`src/slot_link_params.svh`:
```
// Offsets, field positions and reset values for the slot status and
// link control 2 register block. Definitions only.
`ifndef SLOT_LINK_PARAMS_SVH
`define SLOT_LINK_PARAMS_SVH

// ----------------------------------------
// Register byte offsets
// ----------------------------------------
`define OFS_SLOT_EVENT_STATUS    8'h80
`define OFS_DEVICE_CAPS_TWO      8'h8C
`define OFS_DEVICE_CONTROL_TWO   8'h90
`define OFS_LINK_CAPS_TWO        8'h94
`define OFS_LINK_CONTROL_TWO     8'h98

// ----------------------------------------
// Slot control fields (low half of 0x80)
// ----------------------------------------
`define SC_ATTN_EN_BIT           0
`define SC_FAULT_EN_BIT          1
`define SC_LATCH_EN_BIT          2
`define SC_PRES_EN_BIT           3
`define SC_CMD_EN_BIT            4
`define SC_HP_IRQ_EN_BIT         5
`define SC_DLL_EN_BIT            12

// ----------------------------------------
// Slot status fields (high half of 0x80)
// ----------------------------------------
`define SS_ATTN_BIT              16
`define SS_FAULT_BIT             17
`define SS_LATCH_CHG_BIT         18
`define SS_PRES_CHG_BIT          19
`define SS_CMD_DONE_BIT          20
`define SS_LATCH_STATE_BIT       21
`define SS_PRES_STATE_BIT        22
`define SS_LOCK_STATE_BIT        23
`define SS_DLL_CHG_BIT           24

// ----------------------------------------
// Capability and control fields
// ----------------------------------------
`define DC2_FWD_BIT              5
`define LC2_SPEED_LSB            0
`define LC2_COMPLIANCE_BIT       4
`define LC2_AUTO_OFF_BIT         5
`define LC2_DEEMPH_BIT           6
`define LC2_MARGIN_LSB           7
`define LC2_MOD_COMP_BIT         10
`define LC2_SKIP_SETS_BIT        11
`define LC2_COMP_DEEMPH_BIT      12

// ----------------------------------------
// Reset values
// ----------------------------------------
`define RST_TARGET_SPEED         4'h2
`define RST_MARGIN               3'h0
`define RST_WORD                 32'h0000_0000

`endif

```
`src/slot_link_pkg.sv`:
```
// Types shared by the slot status and link control 2 register block.
// Assumes nothing of its surroundings.
package slot_link_pkg;

  typedef enum logic [3:0] {
    SPEED_2G5 = 4'b0001,
    SPEED_5G0 = 4'b0010
  } link_speed_e;

  typedef logic [31:0] cfg_word_t;

endpackage

```
`src/slot_status_link_ctrl2_regs.sv`:
```
// Slot status, forwarding capability/control and link control 2 registers
// of one switch port, reached through the port's configuration access.
// Assumes config requests on the core clock; sensor pins are asynchronous.
//
// How it works
// RQ1 - Button press latches status bit 16, W1C
// RQ2 - Power fault latches bit 17, W1C
// RQ3 - Latch sensor change latches bit 18, W1C
// RQ4 - Presence change latches bit 19, W1C
// RQ5 - Command completion latches bit 20, W1C
// RQ6 - Bit 21 shows live latch sensor
// RQ7 - Bit 22 shows live card presence
// RQ8 - No slot implemented: presence reads one
// RQ9 - Bit 23 shows interlock engaged state
// RQ10 - Link-active change latches bit 24, W1C
// RQ11 - Forwarding supported: zero upstream, one downstream
// RQ12 - Forwarding enable RW, reset zero, downstream only
// RQ13 - Target speed codes 1,2; reserved ignored; reset 2
// RQ14 - Writing compliance bit enters compliance, reset zero
// RQ15 - De-emphasis select downstream; reset per port type
// RQ16 - Bits 10-12 RW, reset zero, upstream only
// RQ17 - Interrupt needs event, its enable, master enable
// RQ18 - Zero writes keep; set beats clear
// RQ19 - Unused registers and reserved bits read zero
`timescale 1ns/1ps
`include "slot_link_params.svh"

module slot_status_link_ctrl2_regs
  import slot_link_pkg::*;
#(
  parameter bit IS_DOWNSTREAM   = 1'b1,
  parameter bit SLOT_IMPLEMENTED = 1'b1
) (
  input  wire logic        clock,                 // Core clock, 20 MHz
  input  wire logic        nrst,                  // Port reset, async, low
  input  wire logic [7:0]  cfg_addr,              // Config byte address, dword aligned
  input  wire logic        cfg_wr,                // Config write strobe
  input  wire logic        cfg_rd,                // Config read strobe
  input  wire logic [3:0]  cfg_be,                // Config byte enables
  input  wire logic [31:0] cfg_wdata,             // Config write data
  output logic      [31:0] cfg_rdata,             // Config read data
  output logic             cfg_rvalid,            // Read data valid pulse
  input  wire logic        attn_button_in,        // Attention button pin, high pressed
  input  wire logic        power_fault_in,        // Slot power fault pin, high fault
  input  wire logic        retention_latch_in,    // Latch sensor pin, high open
  input  wire logic        card_present_in,       // Presence pin, high card present
  input  wire logic        mech_latch_lock_in,    // Interlock pin, high engaged
  input  wire logic        cmd_done,              // Hot-plug command finished pulse
  input  wire logic        link_active,           // Link-active level from training
  output logic             hp_irq,                // Hot-plug interrupt level
  output logic             ari_fwd_en,            // Routing-ID forwarding enable
  output logic [3:0]       target_speed,          // Target link speed code
  output logic             enter_compliance,      // Enter compliance request
  output logic             auto_speed_change_off, // Autonomous speed change off
  output logic             deemph_sel,            // 1: -3.5 dB, 0: -6.0 dB
  output logic [2:0]       tx_margin,             // Transmit margin field
  output logic             modified_compliance,   // Modified compliance request
  output logic             compliance_skip_sets,  // Skip sets during compliance
  output logic             compliance_deemph      // Compliance de-emphasis select
);

  localparam int NPIN = 5;
  localparam int P_ATTN  = 0;
  localparam int P_FAULT = 1;
  localparam int P_LATCH = 2;
  localparam int P_PRES  = 3;
  localparam int P_LOCK  = 4;

  // ----------------------------------------
  // Helpers
  // ----------------------------------------
  function automatic logic [7:0] lane(input logic [31:0] w, input int idx);
    lane = w[idx*8 +: 8];
  endfunction

  // Write-one-to-clear with set priority
  function automatic logic w1c(input logic cur, input logic clr, input logic evt);
    w1c = evt | (cur & ~clr);
  endfunction

  // ----------------------------------------
  // Sensor pin synchronisers
  // ----------------------------------------
  logic [NPIN-1:0] pin_raw;
  logic [NPIN-1:0] sync1_r;
  logic [NPIN-1:0] sync2_r;
  logic [NPIN-1:0] sync3_r;
  logic [NPIN-1:0] pin_r;
  logic [NPIN-1:0] pin_nxt;
  logic [NPIN-1:0] pin_rise;
  logic [NPIN-1:0] pin_change;

  assign pin_raw = {mech_latch_lock_in, card_present_in, retention_latch_in,
                    power_fault_in, attn_button_in};

  always_ff @(posedge clock or negedge nrst) begin
    if (!nrst) begin
      sync1_r <= '0;
      sync2_r <= '0;
      sync3_r <= '0;
    end else begin
      sync1_r <= pin_raw;
      sync2_r <= sync1_r;
      sync3_r <= sync2_r;
    end
  end

  // Level accepted once the second and third stages agree
  always_comb begin
    for (int i = 0; i < NPIN; i++) begin
      pin_nxt[i] = (sync2_r[i] == sync3_r[i]) ? sync3_r[i] : pin_r[i];
    end
  end

  always_ff @(posedge clock or negedge nrst) begin
    if (!nrst) begin
      pin_r <= '0;
    end else begin
      pin_r <= pin_nxt;
    end
  end

  assign pin_rise   = pin_nxt & ~pin_r;
  assign pin_change = pin_nxt ^ pin_r;

  // ----------------------------------------
  // Link-active change detect
  // ----------------------------------------
  logic link_active_prev_r;
  logic link_toggle;

  always_ff @(posedge clock or negedge nrst) begin
    if (!nrst) begin
      link_active_prev_r <= 1'b0;
    end else begin
      link_active_prev_r <= link_active;
    end
  end

  assign link_toggle = link_active ^ link_active_prev_r;

  // ----------------------------------------
  // Write decode
  // ----------------------------------------
  logic wr_slot;
  logic wr_dctl;
  logic wr_lctl;

  assign wr_slot = cfg_wr && (cfg_addr == `OFS_SLOT_EVENT_STATUS) && IS_DOWNSTREAM;
  assign wr_dctl = cfg_wr && (cfg_addr == `OFS_DEVICE_CONTROL_TWO);
  assign wr_lctl = cfg_wr && (cfg_addr == `OFS_LINK_CONTROL_TWO);

  logic [7:0] wb0;
  logic [7:0] wb1;
  logic [7:0] wb2;
  logic [7:0] wb3;

  assign wb0 = lane(cfg_wdata, 0);
  assign wb1 = lane(cfg_wdata, 1);
  assign wb2 = lane(cfg_wdata, 2);
  assign wb3 = lane(cfg_wdata, 3);

  // ----------------------------------------
  // Slot control enables
  // ----------------------------------------
  logic [5:0] slot_en_r;
  logic       dll_en_r;

  always_ff @(posedge clock or negedge nrst) begin
    if (!nrst) begin
      slot_en_r <= '0;
      dll_en_r  <= 1'b0;
    end else begin
      if (wr_slot && cfg_be[0]) begin
        slot_en_r <= wb0[5:0];
      end
      if (wr_slot && cfg_be[1]) begin
        dll_en_r <= wb1[`SC_DLL_EN_BIT-8];
      end
    end
  end

  // ----------------------------------------
  // Latched slot events
  // ----------------------------------------
  logic attn_r;
  logic fault_r;
  logic latch_chg_r;
  logic pres_chg_r;
  logic cmd_r;
  logic dll_chg_r;
  logic [7:0] clr2;
  logic       clr_dll;

  assign clr2    = (wr_slot && cfg_be[2]) ? wb2 : 8'h00;
  assign clr_dll = wr_slot && cfg_be[3] && wb3[`SS_DLL_CHG_BIT-24];

  always_ff @(posedge clock or negedge nrst) begin
    if (!nrst) begin
      attn_r      <= 1'b0;
      fault_r     <= 1'b0;
      latch_chg_r <= 1'b0;
      pres_chg_r  <= 1'b0;
      cmd_r       <= 1'b0;
      dll_chg_r   <= 1'b0;
    end else if (IS_DOWNSTREAM) begin
      attn_r      <= w1c(attn_r, clr2[`SS_ATTN_BIT-16], pin_rise[P_ATTN]); // RQ1 RQ18
      fault_r     <= w1c(fault_r, clr2[`SS_FAULT_BIT-16], pin_rise[P_FAULT]); // RQ2 RQ18
      latch_chg_r <= w1c(latch_chg_r, clr2[`SS_LATCH_CHG_BIT-16], pin_change[P_LATCH]); // RQ3 RQ18
      pres_chg_r  <= w1c(pres_chg_r, clr2[`SS_PRES_CHG_BIT-16], pin_change[P_PRES]); // RQ4 RQ18
      cmd_r       <= w1c(cmd_r, clr2[`SS_CMD_DONE_BIT-16], cmd_done); // RQ5 RQ18
      dll_chg_r   <= w1c(dll_chg_r, clr_dll, link_toggle); // RQ10 RQ18
    end
  end

  // ----------------------------------------
  // Live slot state
  // ----------------------------------------
  logic latch_state;
  logic pres_state;
  logic lock_state;

  assign latch_state = pin_r[P_LATCH]; // RQ6
  assign pres_state  = SLOT_IMPLEMENTED ? pin_r[P_PRES] : 1'b1; // RQ7 RQ8
  assign lock_state  = pin_r[P_LOCK]; // RQ9

  // ----------------------------------------
  // Hot-plug interrupt
  // ----------------------------------------
  logic irq_nxt;

  always_comb begin
    irq_nxt = slot_en_r[`SC_HP_IRQ_EN_BIT] && IS_DOWNSTREAM &&
              ((attn_r      && slot_en_r[`SC_ATTN_EN_BIT])  ||
               (fault_r     && slot_en_r[`SC_FAULT_EN_BIT]) ||
               (latch_chg_r && slot_en_r[`SC_LATCH_EN_BIT]) ||
               (pres_chg_r  && slot_en_r[`SC_PRES_EN_BIT])  ||
               (cmd_r       && slot_en_r[`SC_CMD_EN_BIT])   ||
               (dll_chg_r   && dll_en_r)); // RQ17
  end

  always_ff @(posedge clock or negedge nrst) begin
    if (!nrst) begin
      hp_irq <= 1'b0;
    end else begin
      hp_irq <= irq_nxt;
    end
  end

  // ----------------------------------------
  // Device control 2
  // ----------------------------------------
  logic fwd_en_r;

  always_ff @(posedge clock or negedge nrst) begin
    if (!nrst) begin
      fwd_en_r <= 1'b0; // RQ12
    end else if (wr_dctl && cfg_be[0]) begin
      fwd_en_r <= wb0[`DC2_FWD_BIT]; // RQ12
    end
  end

  // ----------------------------------------
  // Link control 2
  // ----------------------------------------
  logic [3:0] speed_r;
  logic       comp_r;
  logic       auto_off_r;
  logic       deemph_r;
  logic [2:0] margin_r;
  logic       mod_comp_r;
  logic       skip_r;
  logic       comp_deemph_r;
  logic       speed_legal;
  logic [15:0] lw;

  assign lw = cfg_wdata[15:0];
  assign speed_legal = (lw[3:0] == SPEED_2G5) || (lw[3:0] == SPEED_5G0);

  always_ff @(posedge clock or negedge nrst) begin
    if (!nrst) begin
      speed_r    <= `RST_TARGET_SPEED; // RQ13
      comp_r     <= 1'b0; // RQ14
      auto_off_r <= 1'b0;
      deemph_r   <= IS_DOWNSTREAM; // RQ15
      margin_r   <= `RST_MARGIN;
    end else if (wr_lctl && cfg_be[0]) begin
      if (speed_legal) begin
        speed_r <= lw[3:0]; // RQ13
      end
      comp_r     <= lw[`LC2_COMPLIANCE_BIT]; // RQ14
      auto_off_r <= lw[`LC2_AUTO_OFF_BIT];
      deemph_r   <= lw[`LC2_DEEMPH_BIT]; // RQ15
      margin_r[0] <= lw[`LC2_MARGIN_LSB];
    end
  end

  always_ff @(posedge clock or negedge nrst) begin
    if (!nrst) begin
      mod_comp_r    <= 1'b0; // RQ16
      skip_r        <= 1'b0;
      comp_deemph_r <= 1'b0;
    end else if (wr_lctl && cfg_be[1]) begin
      mod_comp_r    <= lw[`LC2_MOD_COMP_BIT]; // RQ16
      skip_r        <= lw[`LC2_SKIP_SETS_BIT];
      comp_deemph_r <= lw[`LC2_COMP_DEEMPH_BIT];
    end
  end

  logic [1:0] margin_hi_r;

  always_ff @(posedge clock or negedge nrst) begin
    if (!nrst) begin
      margin_hi_r <= 2'b00;
    end else if (wr_lctl && cfg_be[1]) begin
      margin_hi_r <= lw[9:8];
    end
  end

  // ----------------------------------------
  // Control outputs; forwarding, de-emphasis and compliance bits 10-12 gated by port type
  // ----------------------------------------
  always_ff @(posedge clock or negedge nrst) begin
    if (!nrst) begin
      ari_fwd_en            <= 1'b0;
      target_speed          <= `RST_TARGET_SPEED;
      enter_compliance      <= 1'b0;
      auto_speed_change_off <= 1'b0;
      deemph_sel            <= 1'b0;
      tx_margin             <= `RST_MARGIN;
      modified_compliance   <= 1'b0;
      compliance_skip_sets  <= 1'b0;
      compliance_deemph     <= 1'b0;
    end else begin
      ari_fwd_en            <= fwd_en_r && IS_DOWNSTREAM; // RQ12
      target_speed          <= speed_r;
      enter_compliance      <= comp_r; // RQ14
      auto_speed_change_off <= auto_off_r;
      deemph_sel            <= deemph_r && IS_DOWNSTREAM; // RQ15
      tx_margin             <= {margin_hi_r, margin_r[0]};
      modified_compliance   <= mod_comp_r && !IS_DOWNSTREAM; // RQ16
      compliance_skip_sets  <= skip_r && !IS_DOWNSTREAM; // RQ16
      compliance_deemph     <= comp_deemph_r && !IS_DOWNSTREAM; // RQ16
    end
  end

  // ----------------------------------------
  // Read path
  // ----------------------------------------
  cfg_word_t rd_word;

  always_comb begin
    rd_word = `RST_WORD; // RQ19
    case (cfg_addr)
      `OFS_SLOT_EVENT_STATUS: begin
        if (IS_DOWNSTREAM) begin
          rd_word[5:0]                 = slot_en_r;
          rd_word[`SC_DLL_EN_BIT]      = dll_en_r;
          rd_word[`SS_ATTN_BIT]        = attn_r;
          rd_word[`SS_FAULT_BIT]       = fault_r;
          rd_word[`SS_LATCH_CHG_BIT]   = latch_chg_r;
          rd_word[`SS_PRES_CHG_BIT]    = pres_chg_r;
          rd_word[`SS_CMD_DONE_BIT]    = cmd_r;
          rd_word[`SS_LATCH_STATE_BIT] = latch_state; // RQ6
          rd_word[`SS_PRES_STATE_BIT]  = pres_state; // RQ7 RQ8
          rd_word[`SS_LOCK_STATE_BIT]  = lock_state; // RQ9
          rd_word[`SS_DLL_CHG_BIT]     = dll_chg_r;
        end
      end
      `OFS_DEVICE_CAPS_TWO: begin
        rd_word[`DC2_FWD_BIT] = IS_DOWNSTREAM; // RQ11
      end
      `OFS_DEVICE_CONTROL_TWO: begin
        rd_word[`DC2_FWD_BIT] = fwd_en_r; // RQ19
      end
      `OFS_LINK_CONTROL_TWO: begin
        rd_word[3:0]                   = speed_r;
        rd_word[`LC2_COMPLIANCE_BIT]   = comp_r;
        rd_word[`LC2_AUTO_OFF_BIT]     = auto_off_r;
        rd_word[`LC2_DEEMPH_BIT]       = deemph_r;
        rd_word[9:7]                   = {margin_hi_r, margin_r[0]};
        rd_word[`LC2_MOD_COMP_BIT]     = mod_comp_r;
        rd_word[`LC2_SKIP_SETS_BIT]    = skip_r;
        rd_word[`LC2_COMP_DEEMPH_BIT]  = comp_deemph_r;
      end
      default: begin
        rd_word = `RST_WORD; // RQ19
      end
    endcase
  end

  always_ff @(posedge clock or negedge nrst) begin
    if (!nrst) begin
      cfg_rdata  <= `RST_WORD;
      cfg_rvalid <= 1'b0;
    end else begin
      cfg_rvalid <= cfg_rd;
      if (cfg_rd) begin
        cfg_rdata <= rd_word;
      end
    end
  end

endmodule // slot_status_link_ctrl2_regs

```
`config.mk`:
```
export PLATFORM = sky130hd
export DESIGN_NAME = slot_status_link_ctrl2_regs
export DESIGN_NICKNAME = d
export VERILOG_FILES = /design/src/slot_link_pkg.sv /design/src/slot_status_link_ctrl2_regs.sv
export VERILOG_INCLUDE_DIRS = /design/src
export SDC_FILE = /design/constraint.sdc
export NUM_CORES = 1
export LEC_CHECK = 0
export CORE_ASPECT_RATIO = 0.5
export CORE_MARGIN = 3
export CORE_UTILIZATION = 31
export DETAILED_ROUTE_END_ITERATION = 16
export DONT_BUFFER_PORTS = 1
export HOLD_SLACK_MARGIN = 0.12
export MAX_ROUTING_LAYER = met4
export SLEW_MARGIN = 20
export SYNTH_ARGS = -nofsm -noshare
export SYNTH_HDL_FRONTEND = slang
export SYNTH_SLANG_ARGS = --single-unit
```
`constraint.sdc`:
```
create_clock -name clock -period 1.2 [get_ports clock]
set_input_delay 0 -clock clock [delete_from_list [all_inputs] [get_ports clock]]
set_output_delay 0 -clock clock [all_outputs]
set_load 0.05 [all_outputs]
```
# Yosys cells after proc, flatten, opt, wreduce, memory -nomap -nowiden
# Cells that the tools add are included.
[classes]
addsub = 0
mul = 0
n_div = 0
magnitude_cmp = 0
n_eq_ne = 11
n_shift = 0
muxes = 11
n_bitwise = 22
n_reduce_logical = 25
[ops]
columns = ["operator", "count"]
rows = [
  ["equality test 8 bit (second input constant)", 4],
  ["logical AND 1 bit", 18],
  ["one-hot mux 5 bit (2 select lines)", 1],
  ["2-to-1 mux 9 bit", 1],
  ["AND 1 bit", 6],
  ["logical OR 1 bit", 6],
  ["2-to-1 mux 6 bit", 1],
  ["inverter 1 bit", 6],
  ["OR 1 bit", 6],
  ["equality test 1 bit", 5],
  ["2-to-1 mux 1 bit", 5],
  ["2-to-1 mux 5 bit", 1],
  ["equality test 4 x 1 -> 1 bit (second input constant)", 1],
  ["equality test 4 x 2 -> 1 bit (second input constant)", 1],
  ["one-hot mux 1 bit (4 select lines)", 1],
  ["XOR 4 bit", 1],
  ["AND 2 bit", 1],
  ["inverter 2 bit", 1],
  ["one-hot mux 1 bit (2 select lines)", 1],
  ["AND reduction 2 bit", 1],
  ["XOR 1 bit", 1],
]
[totals]
register_bits = 83
latch_bits = 0
ram_bits = 0
mem_bits_ro = 0
inputBits = 55
elab_cells = 101
mem_count = 0

# Depth between registers and ports, before layout
[depth]
depth_word = 7
mapped_depth = 5
mapped_depth_nobuf = 3

# Least setup slack after synthesis
# No wires, ideal clock.
[synth_timing]
path_type = "input to register"
start = "input cfg_addr[2]"
end = "register comp_deemph_r"
t_arrival_ns = 1.416
t_required_ns = 1.075
slack_ns = -0.342
cell_stages = 5
cell_sequence = "buf_2 -> or4b_4 -> or3_1 -> buf_6 -> mux2_4"
[synth_between]
elab_chain_cells = 3
[synth_lines]
columns = ["element", "line_no", "rtl"]
rows = [
  ["from (decl)", "slot_status_link_ctrl2_regs.sv:36", "input wire logic [7:0] cfg_addr,"],
  ["equality test 8 bit", "-", ""],
  ["logical AND 1 bit", "slot_status_link_ctrl2_regs.sv:151", "assign wr_lctl = cfg_wr && (cfg_addr == `OFS_LINK_CONTROL_TWO);"],
  ["logical AND 1 bit", "slot_status_link_ctrl2_regs.sv:303", "end else if (wr_lctl && cfg_be[1]) begin"],
  ["to (signal assigned)", "slot_status_link_ctrl2_regs.sv:306", "comp_deemph_r <= lw[`LC2_COMP_DEEMPH_BIT];"],
  ["to (decl)", "slot_status_link_ctrl2_regs.sv:273", "logic comp_deemph_r;"],
]
# Every way passes these cells.
# A chain may end at the register's enable or synchronous reset.

# Worst setup path after layout
[layout_timing]
start = "register auto_off_r"
end = "register cfg_rdata[5]"
[layout_between]
elab_chain_cells = 1
[layout_lines]
columns = ["element", "line_no", "rtl"]
rows = [
  ["from (decl)", "slot_status_link_ctrl2_regs.sv:268", "logic auto_off_r;"],
  ["from (signal assigned)", "slot_status_link_ctrl2_regs.sv:292", "auto_off_r <= lw[`LC2_AUTO_OFF_BIT];"],
  ["one-hot mux 1 bit (4 select lines)", "slot_status_link_ctrl2_regs.sv:354", "case (cfg_addr)"],
  ["to (signal assigned)", "slot_status_link_ctrl2_regs.sv:394", "cfg_rdata <= `RST_WORD;"],
  ["to (signal assigned)", "slot_status_link_ctrl2_regs.sv:399", "cfg_rdata <= rd_word;"],
  ["to (decl)", "slot_status_link_ctrl2_regs.sv:41", "output logic [31:0] cfg_rdata,"],
]
# Every way passes these cells.

==> flow_summary.json <==
{
  "io_buffers": 0,
  "finalWorstSetupSlack_ns": 0.0579,
  "clk_root_buffer_cell": "clkbuf_16",
  "critical_path.startpoint_type": "register",
  "hpwlAfterDp_um": 5490,
  "grt_antenna_before_repair": 0,
  "wirelength_um": 7890,
  "final-setup-viol-count": 0,
  "cp_top_family": "flip-flops",
  "timing_max_transition_violations_final": 0,
  "setup_tns_ns": 0,
  "floorplan_die_height_um": 79.2,
  "routed_via_density": 4.74,
  "worst-r2r-setup-slack_ns": 0.06,
  "floorplan.initialDensity_pct": 32.2,
  "unrepaired_setup_endpoints_after_global_routing": "false",
  "syn2layout_area_growth_pct": 30.9,
  "num_vias": 2281,
  "rows": 26,
  "io_pins": 103,
  "mapped_cell_area_um2": 3320,
  "critical_path.max_stage_delay_ns": 0.40,
  "worst_r2r_endpoint": "cfg_rdata[5]",
  "cp-end-kind": "register",
  "cts_tree": "done",
  "clkTransAtPathRegs_ns": 0.06,
  "core_area_um2": 10300,
  "route.detailed.drc": 0,
  "cellPowerDensity_nw_per_um2": 1490,
  "cts_max_path_buffers": 2,
  "cts_buffers": 9,
  "final-hold-violation-count": 84,
  "antenna_cells": 0,
  "clock_insertion_delay_worst_skew_ns": 0.33,
  "grt_max_degree": 84,
  "synthDistinctLibCells": 41,
  "remaining_antenna_violation_count_after_routing": 0,
  "layout_min_cycle_time_ns": 1.14,
  "drive_above_1_share_pct": 22.9,
  "postSynthAreaPerCell_um2": 12.3,
  "synth_sequential_area_ratio_pct": 62.7,
  "postcts_setup_bufs": 0,
  "fin_nets": 391,
  "final_design_area_no_fill_um2": 4350,
  "first_pass_iters": 4,
  "mostFrequentLayoutCells": "80 x dfrtp_1, 34 x dlygate4sd3_1, 32 x inv_1, 32 x buf_4, 19 x o22ai_1",
  "critical_path_required_ns": 1.39,
  "peak_ir_drop_on_the_vdd_network_mv": 0.875,
  "whs_ns": -0.639,
  "globalplace.congestion": 0.838,
  "max_clock_freq_mhz": 876,
  "synth-seq-cells": 83,
  "ys.flop_type": "dfrtp_1",
  "final_common_cell": "dfrtp_1",
  "dpl_worst_slack_ns": -0.286,
  "leakage_uw": 0.00196,
  "cp.arrival_ns": 1.33,
  "htreeDepth": 3,
  "clock_sink_count": 83,
  "synth_enable_flop_cells": 0,
  "wl_per_cell_um": 16.4,
  "global_route_wire_length_before_repair_um": 12700,
  "worstPathMaxFanout": 3,
  "holdCritPathClass": "in -> async",
  "cp.buffers_inverters": 0,
  "syn_inst": 270,
  "die_area_um2": 12100,
  "grt_pass1_vias": 2383,
  "grt-ovfl-total": 0,
  "worstRegToRegCells": 3,
  "status": "finished, violations left",
  "timing.critical_path.cells": "mux2_2, a211oi_1, o22ai_1",
  "grt_util_all_layers_pct": 13.8,
  "clock-skew-final_ns": 0.00430,
  "place_area_um2": 3630,
  "path_class": "reg -> reg",
  "die_w_um": 152,
  "timing.rr.start": "auto_off_r",
  "ys_warn_count": 0,
  "drtIter0Drc": 168,
  "failed_checks": "hold timing",
  "slowest_stage": "dfrtp_1",
  "ratio_of_final_minimum_period_to_clock_period_pct": 95.2,
  "max_cap_viol_count": 0,
  "ys_async_sr_fraction_pct": 100,
  "report.power.total_uw": 6460
}
[synthesized netlist by cell type (4+ instances only)]
cell type | count | share of area (%)
dfrtp_1 | 80 | 60
nor4_1 | 10 | 1.9
mux2_2 | 13 | 4.4
clkbuf_1 | 7 | 0.79
mux2_4 | 5 | 2.3
nor2_1 | 7 | 0.79
nor3_1 | 4 | 0.60
nand4_1 | 7 | 1.3
buf_4 | 13 | 2.9
nand2_1 | 10 | 1.1
a22oi_1 | 9 | 2.0
o21ai_0 | 9 | 1.4
inv_1 | 33 | 3.7
o22ai_1 | 19 | 3.6
[layout make-up]
type                    instances  area [um2]
well taps                     140         175
flip-flops and latches         83        2080
inverters                      33         124
repair buffers                 67         601
clock buffers                  10         229
fillers                       930        5970
multi-input cells             142        1020
clock inverters                 6         114
[how the worst max path moves through the flow]
stage                     cells past startpoint        start  slack, ns       endpoint
final                                         3   auto_off_r       0.06   cfg_rdata[5]
after global routing                          3   auto_off_r     0.0005   cfg_rdata[5]
after CTS                                     3     pin_r[3]       0.01  cfg_rdata[22]
after detailed placement                      4  cfg_addr[0]      -0.29   slot_en_r[4]
after global placement                        3  cfg_addr[0]      -0.24         skip_r
after floorplan                               5  cfg_addr[2]      -0.30  comp_deemph_r
[per-stage QoR]
step	util, %	hold WS (ns)	cells
2_1_floorplan	-	-0.296	282
3_3_place_gp	35.2	-0.294	430
3_5_place_dp	35.2	-0.294	430
4_1_cts	41.8	-0.650	480
5_1_grt	42.2	-0.656	481
6_report	42.2	-0.639	481
[layer usage]
layer	vias to the layer above	global-route usage, %	wire length [um]
li1	1068	-	-
met2	69	21.6	3880
met4	0	5.83	125
met1	1130	17.0	3490
met5	-	-	0
met3	14	4.03	389
[where the power goes]
part	switching (uW)	total, uW	leakage, uW	internal [uW]
clock	1100	3140	0.000159	2040
combinational	218	378	0.000736	160
sequential	71.9	2940	0.00106	2870
total	1390	6460	0.00196	5070
[flip-flops by register name, summed over array words and instances (netlist names), 2 cells and up]
name	flops
cfg_rdata	22
slot_en_r	6
pin_r	5
sync1_r	5
sync2_r	5
sync3_r	5
speed_r	4
target_speed	4
tx_margin	3
margin_hi_r	2
[timing repair]
action / in CTS / in global routing
hold buffers: 34 / 6
resized for setup: 0 / 3
hold endpoints to repair: 139 / 116
setup endpoints to repair: 0 / 6
[kinds of logic after synthesis]
| group | count (synthesis) | share of synthesized area, % |
|---|---|---|
| muxes | 18 | 6.67 |
| buffers and inverters | 57 | 8.25 |
| AOI/OAI and AO/OA | 46 | 8.97 |
| and+or+nand+nor | 61 | 12.2 |
| adders and majority gates | 2 | 0.603 |
| xor gates and xnor gates | 2 | 0.528 |
| DFF | 83 | 62.7 |
| other | 1 | 0.113 |
(Power assumes the default switching activity.)
